==> config.mk <==
export PLATFORM = sky130hd
export DESIGN_NAME = swse_core
export DESIGN_NICKNAME = d
export VERILOG_FILES = /design/src/verilog/swse_pkg.sv /design/src/verilog/swse_decode.sv /design/src/verilog/swse_sub.sv /design/src/verilog/swse_core.sv
export VERILOG_INCLUDE_DIRS = /design/src /design/src/verilog
export SDC_FILE = /design/constraint.sdc
export NUM_CORES = 1
export LEC_CHECK = 0
export BUFFER_PORTS_ARGS = -buffer_cell sky130_fd_sc_hd__buf_2
export CAP_MARGIN = 0
export CORE_MARGIN = 2
export CORE_UTILIZATION = 50
export DETAILED_ROUTE_END_ITERATION = 6
export GPL_TIMING_DRIVEN = 0
export PLACE_DENSITY = 0.79
export SYNTH_ARGS = -nofsm -noshare
export SYNTH_HDL_FRONTEND = slang
export SYNTH_HIERARCHICAL = 1
export SYNTH_SLANG_ARGS = --single-unit
==> constraint.sdc <==
create_clock -name sys_clk -period 7 [get_ports sys_clk]
set_input_delay 1.05 -clock sys_clk [delete_from_list [all_inputs] [get_ports sys_clk]]
set_output_delay 1.05 -clock sys_clk [all_outputs]
set_load 0.02 [all_outputs]
==> src/verilog/swse_cfg.svh <==
// Purpose: constants for the sleep/watchdog/subtract execution block
// Assumes: 14-bit opcode word, 8-bit working register
// Notes: register map of the plain software port lives here too
`ifndef SWSE_CFG_SVH
`define SWSE_CFG_SVH
`define SWSE_OP_W 14
`define SWSE_CLEAR_WORK_REG_OP_MASK 14'h3f80
`define SWSE_CLEAR_WORK_REG_OP_CODE 14'h0100
`define SWSE_CLEAR_WATCHDOG_OP_CODE 14'h0064
`define SWSE_SLEEP_CODE 14'h0063
`define SWSE_SUB_MASK 14'h3e00
`define SWSE_SUB_CODE 14'h3c00
`define SWSE_ADDR_CTRL 4'h0
`define SWSE_ADDR_STAT 4'h1
`define SWSE_ADDR_IRQ 4'h2
`define SWSE_ADDR_MASK 4'h3
`define SWSE_ADDR_WREG 4'h4
`define SWSE_ADDR_WDT 4'h5
`define SWSE_IRQ_SLEEP 0
`define SWSE_IRQ_CLEAR_WATCHDOG_OP 1
`define SWSE_IRQ_SUB 2
`define SWSE_IRQ_CLEAR_WORK_REG_OP 3
`define SWSE_FLAG_RESET 5'h18
`define SWSE_CTRL_CLR 0
`define SWSE_CTRL_EN 1
`define SWSE_LIT_W 8
`endif

==> src/verilog/swse_pkg.sv <==
// Purpose: types for the execution block
// Assumes: swse_cfg.svh constants
// Notes: flags packed as time-out, power-down, zero, digit carry, carry
package swse_pkg;
  typedef enum logic [1:0] {SWSE_Q1, SWSE_Q2, SWSE_Q3, SWSE_Q4} swse_phase_t;
  typedef enum logic [2:0] {SWSE_NONE, SWSE_CLEAR_WORK_REG_OP, SWSE_CLEAR_WATCHDOG_OP, SWSE_SLEEP,
                            SWSE_SUB} swse_op_t;
  typedef struct packed {
    logic time_out_flag;
    logic power_down_flag;
    logic zero;
    logic digit_carry_flag;
    logic carry;
  } swse_flags_t;
  typedef struct packed {
    logic [3:0] addr;
    logic [7:0] wdata;
    logic wr;
    logic rd;
  } swse_bus_t;
endpackage

==> src/verilog/swse_decode.sv <==
// Purpose: opcode decode for the execution block
// Assumes: opcode stable across one instruction cycle
// Notes: pure combinational
`timescale 1ns/1ps
`include "swse_cfg.svh"
module swse_decode (
  // opcode in
  input wire logic [`SWSE_OP_W-1:0] opcode,
  // decoded op
  output swse_pkg::swse_op_t op
);
  import swse_pkg::*;
  wire is_clear_work_reg_op = (opcode & `SWSE_CLEAR_WORK_REG_OP_MASK) == `SWSE_CLEAR_WORK_REG_OP_CODE;
  wire is_clear_watchdog_op = opcode == `SWSE_CLEAR_WATCHDOG_OP_CODE;
  wire is_sleep = opcode == `SWSE_SLEEP_CODE;
  wire is_sub = (opcode & `SWSE_SUB_MASK) == `SWSE_SUB_CODE;
  assign op = is_clear_work_reg_op ? SWSE_CLEAR_WORK_REG_OP : is_clear_watchdog_op ? SWSE_CLEAR_WATCHDOG_OP : is_sleep ? SWSE_SLEEP :
              is_sub ? SWSE_SUB : SWSE_NONE;
endmodule // swse_decode

==> src/verilog/swse_sub.sv <==
// Purpose: literal minus w with carry, digit carry and zero
// Assumes: 8-bit operands
// Notes: carry and digit carry are inverted borrows
`timescale 1ns/1ps
module swse_sub #(
  parameter int WIDTH = 8
) (
  // operands
  input wire logic [WIDTH-1:0] literal,
  input wire logic [WIDTH-1:0] work,
  // result
  output logic [WIDTH-1:0] diff,
  output logic carry,
  output logic digit_carry,
  output logic zero
);
  wire [WIDTH:0] full = {1'b0, literal} + {1'b0, ~work} + {{WIDTH{1'b0}}, 1'b1};
  wire [4:0] low = {1'b0, literal[3:0]} + {1'b0, ~work[3:0]} + 5'h01;
  assign diff = full[WIDTH-1:0];
  assign carry = full[WIDTH];
  assign digit_carry = low[4];
  assign zero = diff == '0;
endmodule // swse_sub

==> src/verilog/swse_core.sv <==
// Purpose: execute clear-work, clear-watchdog, sleep and subtract-from-literal
// Assumes: instruction presented with quarter phase one, one phase per enabled clock
// Notes: opcode input comes from the fetch stage on the same clock
`timescale 1ns/1ps
`include "swse_cfg.svh"
module swse_core #(
  parameter int WDT_W = 8,
  parameter int PRE_W = 8
) (
  // clock and reset
  input wire logic sys_clk,
  input wire logic reset,
  input wire logic clk_en,
  // instruction
  input wire logic [`SWSE_OP_W-1:0] opcode,
  input wire logic wake_pin,
  // software port
  input wire swse_pkg::swse_bus_t bus,
  output logic [7:0] rdata_ff,
  // state out
  output swse_pkg::swse_phase_t phase_ff,
  output logic [7:0] work_ff,
  output swse_pkg::swse_flags_t flags_ff,
  output logic sleeping_ff,
  output logic [WDT_W-1:0] watchdog_counter_ff,
  output logic irq_ff
);
  import swse_pkg::*;

  ////////////////////////////////////////////////////////////////////////////
  // decode and arithmetic
  swse_op_t op;
  swse_op_t op_ff;
  logic [7:0] literal_ff;
  logic [7:0] diff_ff;
  swse_flags_t res_ff;
  logic [PRE_W-1:0] pre_ff;
  logic [7:0] ctrl_ff;
  logic [3:0] irq_stat_ff;
  logic [3:0] irq_mask_ff;
  logic wake_s1_ff;
  logic wake_s2_ff;
  logic [7:0] diff;
  logic sub_c;
  logic sub_dc;
  logic sub_z;

  swse_decode u_dec (
    .opcode(opcode),
    .op(op)
  );

  swse_sub #(.WIDTH(8)) u_sub (
    .literal(literal_ff),
    .work(work_ff),
    .diff(diff),
    .carry(sub_c),
    .digit_carry(sub_dc),
    .zero(sub_z)
  );

  ////////////////////////////////////////////////////////////////////////////
  // phase and event decode
  wire run = clk_en && !sleeping_ff;
  wire in_q1 = phase_ff == SWSE_Q1;
  wire in_q2 = phase_ff == SWSE_Q2;
  wire in_q3 = phase_ff == SWSE_Q3;
  wire in_q4 = phase_ff == SWSE_Q4;
  wire wdt_clr = in_q4 && (op_ff == SWSE_CLEAR_WATCHDOG_OP || op_ff == SWSE_SLEEP);
  wire go_sleep = in_q4 && op_ff == SWSE_SLEEP;
  wire w_write = in_q4 && (op_ff == SWSE_CLEAR_WORK_REG_OP || op_ff == SWSE_SUB);
  wire [3:0] ev;
  assign ev[`SWSE_IRQ_SLEEP] = go_sleep;
  assign ev[`SWSE_IRQ_CLEAR_WATCHDOG_OP] = in_q4 && op_ff == SWSE_CLEAR_WATCHDOG_OP;
  assign ev[`SWSE_IRQ_SUB] = w_write && op_ff == SWSE_SUB;
  assign ev[`SWSE_IRQ_CLEAR_WORK_REG_OP] = w_write && op_ff == SWSE_CLEAR_WORK_REG_OP;
  wire [3:0] ev_run = run ? ev : 4'h0;
  wire rd_stat = bus.rd && bus.addr == `SWSE_ADDR_IRQ;
  wire [3:0] nxt_irq_stat = ev_run | (rd_stat ? 4'h0 : irq_stat_ff);
  wire [3:0] nxt_irq_mask = (bus.wr && bus.addr == `SWSE_ADDR_MASK) ? bus.wdata[3:0] : irq_mask_ff;
  wire sw_wdt_clr = bus.wr && bus.addr == `SWSE_ADDR_CTRL && bus.wdata[`SWSE_CTRL_CLR];
  wire [WDT_W-1:0] wdt_inc = watchdog_counter_ff + {{(WDT_W-1){1'b0}}, 1'b1};
  wire [PRE_W-1:0] pre_inc = pre_ff + {{(PRE_W-1){1'b0}}, 1'b1};

  function automatic logic [7:0] rd_mux(input logic [3:0] a);
    case (a)
      `SWSE_ADDR_CTRL: rd_mux = ctrl_ff;
      `SWSE_ADDR_STAT: rd_mux = {3'h0, flags_ff};
      `SWSE_ADDR_IRQ: rd_mux = {4'h0, irq_stat_ff};
      `SWSE_ADDR_MASK: rd_mux = {4'h0, irq_mask_ff};
      `SWSE_ADDR_WREG: rd_mux = work_ff;
      `SWSE_ADDR_WDT: rd_mux = watchdog_counter_ff[7:0];
      default: rd_mux = 8'h00;
    endcase
  endfunction

  ////////////////////////////////////////////////////////////////////////////
  // pipeline: decode q1, literal q2, compute q3
  always_ff @(posedge sys_clk or posedge reset) begin
    if (reset) begin
      phase_ff <= SWSE_Q1;
      op_ff <= SWSE_NONE;
      literal_ff <= 8'h00;
      diff_ff <= 8'h00;
      res_ff <= `SWSE_FLAG_RESET;
    end else if (run) begin
      case (phase_ff)
        SWSE_Q1: phase_ff <= SWSE_Q2;
        SWSE_Q2: phase_ff <= SWSE_Q3;
        SWSE_Q3: phase_ff <= SWSE_Q4;
        SWSE_Q4: phase_ff <= SWSE_Q1;
        default: phase_ff <= SWSE_Q1;
      endcase
      if (in_q1) op_ff <= op;
      if (in_q2) literal_ff <= opcode[`SWSE_LIT_W-1:0];
      if (in_q3) begin
        diff_ff <= (op_ff == SWSE_SUB) ? diff : 8'h00;
        res_ff <= flags_ff;
        if (op_ff == SWSE_SUB) begin
          res_ff.carry <= sub_c;
          res_ff.digit_carry_flag <= sub_dc;
          res_ff.zero <= sub_z;
        end else if (op_ff == SWSE_CLEAR_WORK_REG_OP) begin
          res_ff.zero <= 1'b1;
        end
      end
    end
  end

  ////////////////////////////////////////////////////////////////////////////
  // working register, flags, sleep
  always_ff @(posedge sys_clk or posedge reset) begin
    if (reset) begin
      work_ff <= 8'h00;
      flags_ff <= `SWSE_FLAG_RESET;
      sleeping_ff <= 1'b0;
    end else if (clk_en) begin
      if (run && w_write) begin
        work_ff <= diff_ff;
        flags_ff <= res_ff;
      end
      if (run && in_q4 && op_ff == SWSE_CLEAR_WATCHDOG_OP) begin
        flags_ff.time_out_flag <= 1'b1;
        flags_ff.power_down_flag <= 1'b1;
      end
      if (run && go_sleep) begin
        flags_ff.power_down_flag <= 1'b0;
        flags_ff.time_out_flag <= 1'b1;
        sleeping_ff <= 1'b1;
      end else if (sleeping_ff && wake_s2_ff) begin
        sleeping_ff <= 1'b0;
      end
    end
  end

  ////////////////////////////////////////////////////////////////////////////
  // watchdog counter and prescaler
  always_ff @(posedge sys_clk or posedge reset) begin
    if (reset) begin
      watchdog_counter_ff <= '0;
      pre_ff <= '0;
    end else if (clk_en) begin
      if ((run && wdt_clr) || sw_wdt_clr) begin
        watchdog_counter_ff <= '0;
        pre_ff <= '0;
      end else if (ctrl_ff[`SWSE_CTRL_EN]) begin
        pre_ff <= pre_inc;
        if (&pre_ff) watchdog_counter_ff <= wdt_inc;
      end
    end
  end

  ////////////////////////////////////////////////////////////////////////////
  // software port, wake synchroniser, interrupt
  always_ff @(posedge sys_clk or posedge reset) begin
    if (reset) begin
      ctrl_ff <= 8'h00;
      irq_mask_ff <= 4'h0;
      rdata_ff <= 8'h00;
      irq_ff <= 1'b0;
      wake_s1_ff <= 1'b0;
      wake_s2_ff <= 1'b0;
    end else if (clk_en) begin
      wake_s1_ff <= wake_pin;
      wake_s2_ff <= wake_s1_ff;
      if (bus.wr && bus.addr == `SWSE_ADDR_CTRL) begin
        ctrl_ff <= {6'h00, bus.wdata[`SWSE_CTRL_EN], 1'b0};
      end
      irq_mask_ff <= nxt_irq_mask;
      rdata_ff <= bus.rd ? rd_mux(bus.addr) : 8'h00;
      irq_ff <= |(nxt_irq_stat & nxt_irq_mask);
    end
  end

  ////////////////////////////////////////////////////////////////////////////
  // sticky interrupt status, one flop per event
  genvar gi;
  generate
    for (gi = 0; gi < 4; gi = gi + 1) begin : g_irq
      always_ff @(posedge sys_clk or posedge reset) begin
        if (reset) begin
          irq_stat_ff[gi] <= 1'b0;
        end else if (clk_en) begin
          irq_stat_ff[gi] <= nxt_irq_stat[gi];
        end
      end

    end
  endgenerate
endmodule // swse_core

==> impl_metrics.toml, run 1 <==
[run_status]
status = "finished, final reports clean"

[drt]
drtPass1Iterations = 5
num_vias = 3169
drt_iter0_markers = 134
wire_per_inst_um = 16.6
viasPerCell = 5.65
routed_wl_um = 9290
drcViolationCount = 0
detail-route-antenna-nets = 0

[sta]
drv_slew = 0
fin_skew_ns = 0.0100
fin_crit_sh_pct = 37.3
min_period_ns = 2.61
hold_viol_final = 0
fmax_mhz = 383
tns_ns = 0
rsz0062_at_grt = "no"
relSlewSlack_pct = 67.2
setup_slack_ns = 4.39
finalSetupViolCount = 0
max_slew.worst_pin.slew_ns = 0.491

[global_route]
grt_use_met3_pct = 3.56
grt_pass1_vias = 3171
grt_util_met1_pct = 27.8
grt_overflow = 0
grt_busiest_layer = "met2"
track_usage_pct = 21.9
antenna_found_initial = 0
grt_pass1_wl_um = 15400
grtUsageMet2_pct = 38.0
grt_max_degree = 56

[pwr]
leakagePower_uw = 0.00237
switching_power_uw = 444
switching_share_pct = 33.8
p_clk_share_pct = 26.9
comb_power_share_pct = 30.7
pwr-share-seq_pct = 42.3
p_int_uw = 870
ir_drop_mv = 0.191
power_density_mw_per_mm2 = 271

[die]
io_pins = 65
die_y_um = 95.5
num_rows = 33
die_w_um = 95.5
core_mm2 = 0.00818
floorplan.initialDensity_pct = 51.2
dieArea_mm2 = 0.00913

[yosys]
synth_cells = 380
synth_top_area_share_pct = 43.0
yosysSeqAreaShare_pct = 45.5
synth_edf_count = 0
synthTopCellsByArea = "dfrtp_1, mux2_2, ha_1"
synth_ff_type = "dfrtp_1"
avgSynthCellArea_um2 = 11.0
syn_area_mm2 = 0.00419
yosysMostFrequentCell = "dfrtp_1"
synth.largest_area_cell = "dfrtp_1"
async_flop_share_pct = 100
synth_fp_nets = 428
yosysWarnings = 6
synth-seq-cells = 76
synthDistinctLibCells = 68
synthTopCellsByCount = "dfrtp_1, nand2_1, mux2_2"

[flow_run]
maxCapViolations = 0

[cells_and_area]
synthToLayoutAreaGrowth_pct = 15.9
layout-drive-gt1-share_pct = 31.4
fill_cells = 683
n_antenna_cell = 0
final_area_mm2 = 0.00486
final_core_utilization_pct = 59.4
layout.nets = 499

[clock_network]
clk_latency_ns = 0.35
h-tree-depth = 3
tritoncts = "built"
clock_sinks = 76
cts_root_buf = "clkbuf_8"
cts_resized = 0
holdBufCountCts = 0
cts_buffers = 9
postCtsSetupBuffers = 0
clockBufferDepth = 2
cts.clk_slew.worst_paths_ns = 0.09

[worst_setup_path]
required_ns = 7.26
critical_path_class = "flip-flop to flip-flop"
endpoint_kind = "flip-flop"
arrival_ns = 2.87
crit_fanout = 4
cp-start-kind = "flip-flop"

[place]
gp_congestion = 0.825
dpl.hpwl_um = 6960
io_buffers = 59
post_dp_cell_area_mm2 = 0.00465
pre_cts_ws_ns = 4.37

[hold_path]
hold_class = "flip-flop to flip-flop"
## path summary, 6_finish.rpt
kind                             from     endpoint  slack (ns)  cells past startpoint
setup / recovery           work_ff[0]    res_ff[2]        4.39                     11
min in group asynchronous       reset  rdata_ff[2]        0.65                      2
max in group asynchronous       reset    res_ff[4]        5.74                      3
setup reg to reg           work_ff[0]    res_ff[2]        4.39                     11
hold / removal              res_ff[1]    res_ff[1]        0.48                      2
hold reg to reg             res_ff[1]    res_ff[1]        0.48                      2
## cells by family after synthesis
group | after synthesis | synth area share, %
XOR/XNOR | 13 | 2.72
multiplexers | 49 | 13.5
adder cells (fa/ha/maj) | 16 | 4.96
buffers and inverters | 40 | 4.78
AND/OR/NAND/NOR | 109 | 14.8
flip-flops | 76 | 45.5
AO/OA/AOI/OAI | 77 | 13.8
## metrics by stage
| step | std cells | power (uW) | hold WS [ns] |
|---|---|---|---|
| after detailed placement | 545 | 964 | 0.474 |
| after global placement | 544 | 938 | 0.463 |
| after global routing | 561 | 1390 | 0.531 |
| after floorplan | 380 | 865 | 0.450 |
| after CTS | 561 | 1320 | 0.492 |
| final | 561 | 1310 | 0.484 |
## registers in the layout (all words and copies together) (netlist names), 3 cells and up
register	flops
literal_ff	8
rdata_ff	8
diff_ff	8
irq_mask_ff	4
pre_ff	8
op_ff	3
watchdog_counter_ff	8
irq_stat_ff	4
flags_ff	5
work_ff	8
res_ff	5
## worst max-delay path, stage by stage (launching register included)
cell	delay, ns
dfrtp_1	0.44
ha_1	0.26
fa_1	0.43
nor2b_1	0.18
o31a_1	0.22
o31a_1	0.17
a21oi_1	0.07
nor4_2	0.27
nor3_1	0.07
o21ai_0	0.15
o21ai_0	0.11
o21ai_0	0.15
## area by class of cell
cell class | count | area (um^2) | area share, %
Multi-Input combinational cell | 264 | 2080 | 42.9
Sequential cell | 76 | 1910 | 39.3
Timing Repair Buffer | 60 | 323 | 6.65
Clock buffer | 10 | 138 | 2.83
Tap cell | 105 | 131 | 2.71
Buffer | 16 | 110 | 2.27
Inverter | 24 | 92.6 | 1.91
Clock inverter | 6 | 72.6 | 1.49
## power groups by stage
stage / clock network [uW] / registers, uW / logic [uW]
after floorplan: 0 / 558 / 306
after global placement: 0 / 560 / 378
after detailed placement: 0 / 565 / 399
after CTS: 358 / 556 / 404
after global routing: 378 / 565 / 448
final: 354 / 556 / 404
## metal layers
layer | up-vias | part of all wire [%]
li1 | 1511 | -
met3 | 7 | 5.2
met2 | 98 | 50
met5 | - | 0
met4 | 0 | 0.94
met1 | 1553 | 44
## layout by cell type, fill, tap and decap left out, types with 3 or more instances in the layout
master    count
xor2_1        6
and3_1        3
xnor2_1       7
o21a_1        4
nand3_1       7
ha_1         15
nand4_1       6
a21oi_1       8
nand2_1      33
o21ai_0      18
clkinv_4      3
nor2b_1       8
buf_2        62
a22o_1       10
dfstp_2       4
a221oi_1      3
mux2_4        8
nor2_1       24
mux2_2       27
mux2i_1      14
nor3_1        6
a21o_1        3
o22ai_1       4
clkbuf_1      7
clkbuf_8     10
buf_6         3
inv_1        23
dfrtp_1      72
Note: power is estimated with default switching activity, not from simulation.
==> run 2: changes to the inputs <==
Settings changed: PLACE_DENSITY 0.79 to 0.81.
Clock period 7 ns to 2.4 ns, I/O delays scaled along.
==> impl_metrics.toml, run 2 (synthesis results as in run 1) <==
[cells_and_area]
n_antenna_cell = 0
final_core_utilization_pct = 61.3
synthToLayoutAreaGrowth_pct = 19.7
layout_common_cells = "dfrtp_1, buf_2, nand2_1"
layout-drive-gt1-share_pct = 35.1
layout.nets = 508
layout_commonest_cell = "dfrtp_1"
final_area_mm2 = 0.00501

[clock_network]
clockBufferDepth = 2
clk_latency_ns = 0.35
h-tree-depth = 3
cts_buffers = 9
tritoncts = "built"
cts.clk_slew.worst_paths_ns = 0.08
clock_sinks = 76
cts_root_buf = "clkbuf_8"

[sta]
relSlewSlack_pct = 66.3
min_period_ns = 2.31
fin_crit_sh_pct = 96.1
hold_viol_final = 0
fin_skew_ns = 0.0131
max_slew.worst_pin.slew_ns = 0.505
drv_slew = 0
tns_ns = 0
fin_hold_ws_ns = 0.0837
finalSetupViolCount = 0
fmax_mhz = 434
rsz0062_at_grt = "yes"

[place]
post_dp_cell_area_mm2 = 0.00465
gp_congestion = 0.863
dpl.hpwl_um = 7090
io_buffers = 59

[drt]
wire_per_inst_um = 16.8
detail-route-antenna-nets = 0
routed_wl_um = 9570
drt_iter0_markers = 118
viasPerCell = 5.66
drcViolationCount = 0
num_vias = 3229
drtPass1Iterations = 4

[die]
floorplan.initialDensity_pct = 51.2
num_rows = 33
die_y_um = 95.5
core_mm2 = 0.00818
dieArea_mm2 = 0.00913
io_pins = 65
die_w_um = 95.5

[pwr]
ir_drop_mv = 0.527
p_total_uw = 4080
leakagePower_uw = 0.00244
power_density_mw_per_mm2 = 815

[global_route]
grt_busiest_layer = "met2"
grt_use_met3_pct = 5.30
grt_pass1_wl_um = 15400
grt_overflow = 0
grt_util_met1_pct = 27.7
grt_max_degree = 77
grtUsageMet2_pct = 38.7
grt_pass1_vias = 3145
antenna_found_initial = 0
track_usage_pct = 22.2

[worst_setup_path]
cp_cell_sequence = "ha_4, fa_2, nor2b_2, o31a_1, buf_6, o221ai_4, nor4_2, nor3_1, o21ai_1, o21ai_1, o21ai_1"
endpoint_kind = "flip-flop"
critical_path_class = "flip-flop to flip-flop"
reg2reg_setup_slack_ns = 0.09
required_ns = 2.67
arrival_ns = 2.57
slowest_delay_ns = 0.43
cp_top_family = "compound AO/OA/AOI/OAI gates"
worstReg2RegStart = "work_ff[0]"
crit_path_start = "work_ff[0]"
crit_fanout = 3
crit_top_cell = "o21ai_1"
cp-start-kind = "flip-flop"
ff2ff_path_depth = 11
slowest_stage = "dfrtp_2"
r2r-end = "res_ff[2]"
cp_num_buf_inv = 1

[hold_path]
hold_class = "primary input to asynchronous set/reset pin"

[run_status]
status = "finished, final reports clean"

[flow_run]
maxCapViolations = 0
-- run 2: cell count changes in the layout (fill, tap and decap cells not counted), moves of 2 or more --
cell,delta
o21ai_1,+4
nor3_1,-2
buf_4,+8
dfrtp_1,-3
dfrtp_2,+3
o21ai_0,-4
-- run 2: how the worst max path moves through the flow --
stage,to,depth (start not counted)
final,res_ff[2],11
after global routing,res_ff[2],11
after CTS,res_ff[2],10
after detailed placement,res_ff[2],11
after global placement,watchdog_counter_ff[5],2
after floorplan,res_ff[2],11
-- run 2: power by group --
group          leakage, uW  switching, uW  total [uW]  internal (uW)
logic              0.00133            710        1330            623
clock network     0.000117            504        1130            625
registers         0.000999            153        1620           1470
-- run 2: timing repair --
item,CTS,global route
buffers inserted,4,5
endpoints found under the setup margin,1,1
gates resized for setup,5,14
hold buffers,0,0
pin swaps,1,10
endpoints found under the hold margin,0,0
-- run 2: layer usage --
layer | routed length (um) | part of all wire (%) | vias to the layer above
li1 | - | - | 1517
met1 | 4080 | 43 | 1598
met2 | 4920 | 51 | 106
met3 | 499 | 5.2 | 8
met4 | 69 | 0.72 | 0
met5 | 0 | 0 | -
-- run 2: metrics by stage --
step,setup slack (ns),instances
final,0.0948,570
after global routing,-0.150,570
after floorplan,0.0578,380
after detailed placement,-0.162,545
after CTS,0.0182,565
after global placement,-0.722,544
-- run 2: final cells by class --
type | count | area (um^2)
buffer | 16 | 110
clock buffer | 10 | 138
clock inverter | 6 | 95.1
fill | 668 | 3160
inverter | 24 | 92.6
multi-input combinational | 264 | 2140
sequential | 76 | 1910
tap | 105 | 131
timing repair buffer | 69 | 394
-- run 2: worst min-delay path, cell delays in order --
cell    delay [ns]
buf_2         0.11
inv_4         0.06
buf_16        0.31
==> run 3: changes to the inputs <==
Settings changed: REMOVE_ABC_BUFFERS set to 1, SLEW_MARGIN set to 15.
==> impl_metrics.toml, run 3 (synthesis results as in run 1) <==
[cells_and_area]
n_antenna_cell = 0
layout_commonest_cell = "dfrtp_1"
layout_common_cells = "dfrtp_1, buf_2, nand2_1"
ff_latch_area_mm2 = 0.00191
final_area_mm2 = 0.00487
final_core_utilization_pct = 59.5
multiInputGateArea_mm2 = 0.00214
fill_cells = 686
layout-drive-gt1-share_pct = 33.6
synthToLayoutAreaGrowth_pct = 16.2
layout.nets = 492

[clock_network]
cts_buffers = 9
tritoncts = "built"
h-tree-depth = 3
cts.clk_slew.worst_paths_ns = 0.08
clk_latency_ns = 0.35
clock_sinks = 76
cts_root_buf = "clkbuf_8"
clockBufferDepth = 2

[die]
die_w_um = 95.5
io_pins = 65
dieArea_mm2 = 0.00913
num_rows = 33
floorplan.initialDensity_pct = 51.2
core_mm2 = 0.00818
die_y_um = 95.5

[sta]
max_slew.worst_pin.slew_ns = 0.545
rsz0062_at_grt = "yes"
fin_skew_ns = 0.0107
setup_slack_ns = -0.0524
fin_crit_sh_pct = 102
hold_viol_final = 0
fmax_mhz = 408
finalSetupViolCount = 1
relSlewSlack_pct = 63.7
drv_slew = 0
min_period_ns = 2.45

[global_route]
grt_pass1_vias = 3076
grt_busiest_layer = "met2"
grt_max_degree = 60
grt_overflow = 0
grt_pass1_wl_um = 14800
grt_use_met3_pct = 3.32
grtUsageMet2_pct = 33.4
grt_util_met1_pct = 28.8
antenna_found_initial = 0
track_usage_pct = 21.1

[pwr]
ir_drop_mv = 0.630
pwr-share-seq_pct = 41.3
switching_share_pct = 33.2
switching_power_uw = 1310
power_density_mw_per_mm2 = 809
leakagePower_uw = 0.00236
comb_power_share_pct = 32.9
p_clk_share_pct = 25.8
p_int_uw = 2630

[place]
pre_cts_ws_ns = -0.194
dpl.hpwl_um = 6390
gp_congestion = 0.868
post_dp_cell_area_mm2 = 0.00454
io_buffers = 60

[worst_setup_path]
required_ns = 2.68
critical_path_class = "flip-flop to flip-flop"
cp-start-kind = "flip-flop"
crit_fanout = 2
arrival_ns = 2.73
endpoint_kind = "flip-flop"

[drt]
drtPass1Iterations = 4
num_vias = 3137
wire_per_inst_um = 16.5
detail-route-antenna-nets = 0
drt_iter0_markers = 175
drcViolationCount = 0
routed_wl_um = 9130
viasPerCell = 5.66

[run_status]
violations = "setup timing"
status = "complete, but fails checks"

[hold_path]
hold_class = "primary input to flip-flop"

[flow_run]
maxCapViolations = 0
-- run 3: final cells by class --
type,count,share of cell area (%)
clock inverters,4,0.977
well taps,105,2.70
clock buffers,12,3.19
flip-flops and latches,76,39.2
multi-input cells,264,44.0
repair buffers,69,8.02
inverters,24,1.90
-- run 3: final timing paths --
kind | start | to | slack (ns) | cells after the start
setup reg to reg | work_ff[0] | res_ff[2] | -0.05 | 12
min in group asynchronous | reset | pre_ff[4] | 0.48 | 3
hold / removal | wake_pin | wake_s1_ff | 0.25 | 2
hold reg to reg | res_ff[1] | res_ff[1] | 0.49 | 2
setup / recovery | work_ff[0] | res_ff[2] | -0.05 | 12
max in group asynchronous | reset | res_ff[3] | 1.29 | 4
-- run 3: metal layers --
layer  wire length, um  part of all wire (%)  up-vias
li1                  -                     -     1489
met1              4220                    46     1542
met2              4280                    47       90
met3               449                   4.9       16
met4               176                   1.9        0
met5                 0                     0        -
-- run 3: power groups by stage --
stage               combinational, uW  clock [uW]  sequential, uW
detailed placement               1140           0            1640
floorplan                         871           0            1630
finish                           1300        1010            1630
global route                     1440        1080            1660
CTS                              1230        1020            1620
global placement                 1090           0            1630
-- run 3: stage by stage --
stage               std cells  total power (uW)  hold slack [ns]  TNS, ns
detailed placement        530              2780            0.317   -0.606
global route              554              4170            0.256   -0.154
floorplan                 364              2500            0.450        0
global placement          529              2720            0.461   -54.23
CTS                       554              3870            0.249        0
finish                    554              3930            0.252  -0.0524
-- run 3: critical path, stage by stage, from the launching register on --
cell and delay [ns]:
dfrtp_1 0.44, ha_4 0.20, fa_2 0.35, nor2b_2 0.13
o31a_1 0.18, buf_4 0.13, o31a_1 0.15, a21oi_2 0.05
nor4_2 0.31, nor3_1 0.09, o21ai_1 0.14, o21ai_1 0.07
o21ai_1 0.11
-- run 3: what timing repair did --
item                                    4_1_cts  5_1_grt
pin swaps                                     3        1
endpoints found under the setup margin        1        4
hold endpoints to repair                     17        0
hold buffers                                  1        0
cloned                                        0        0
setup buffers                                 7        0
gates resized for setup                       9        7
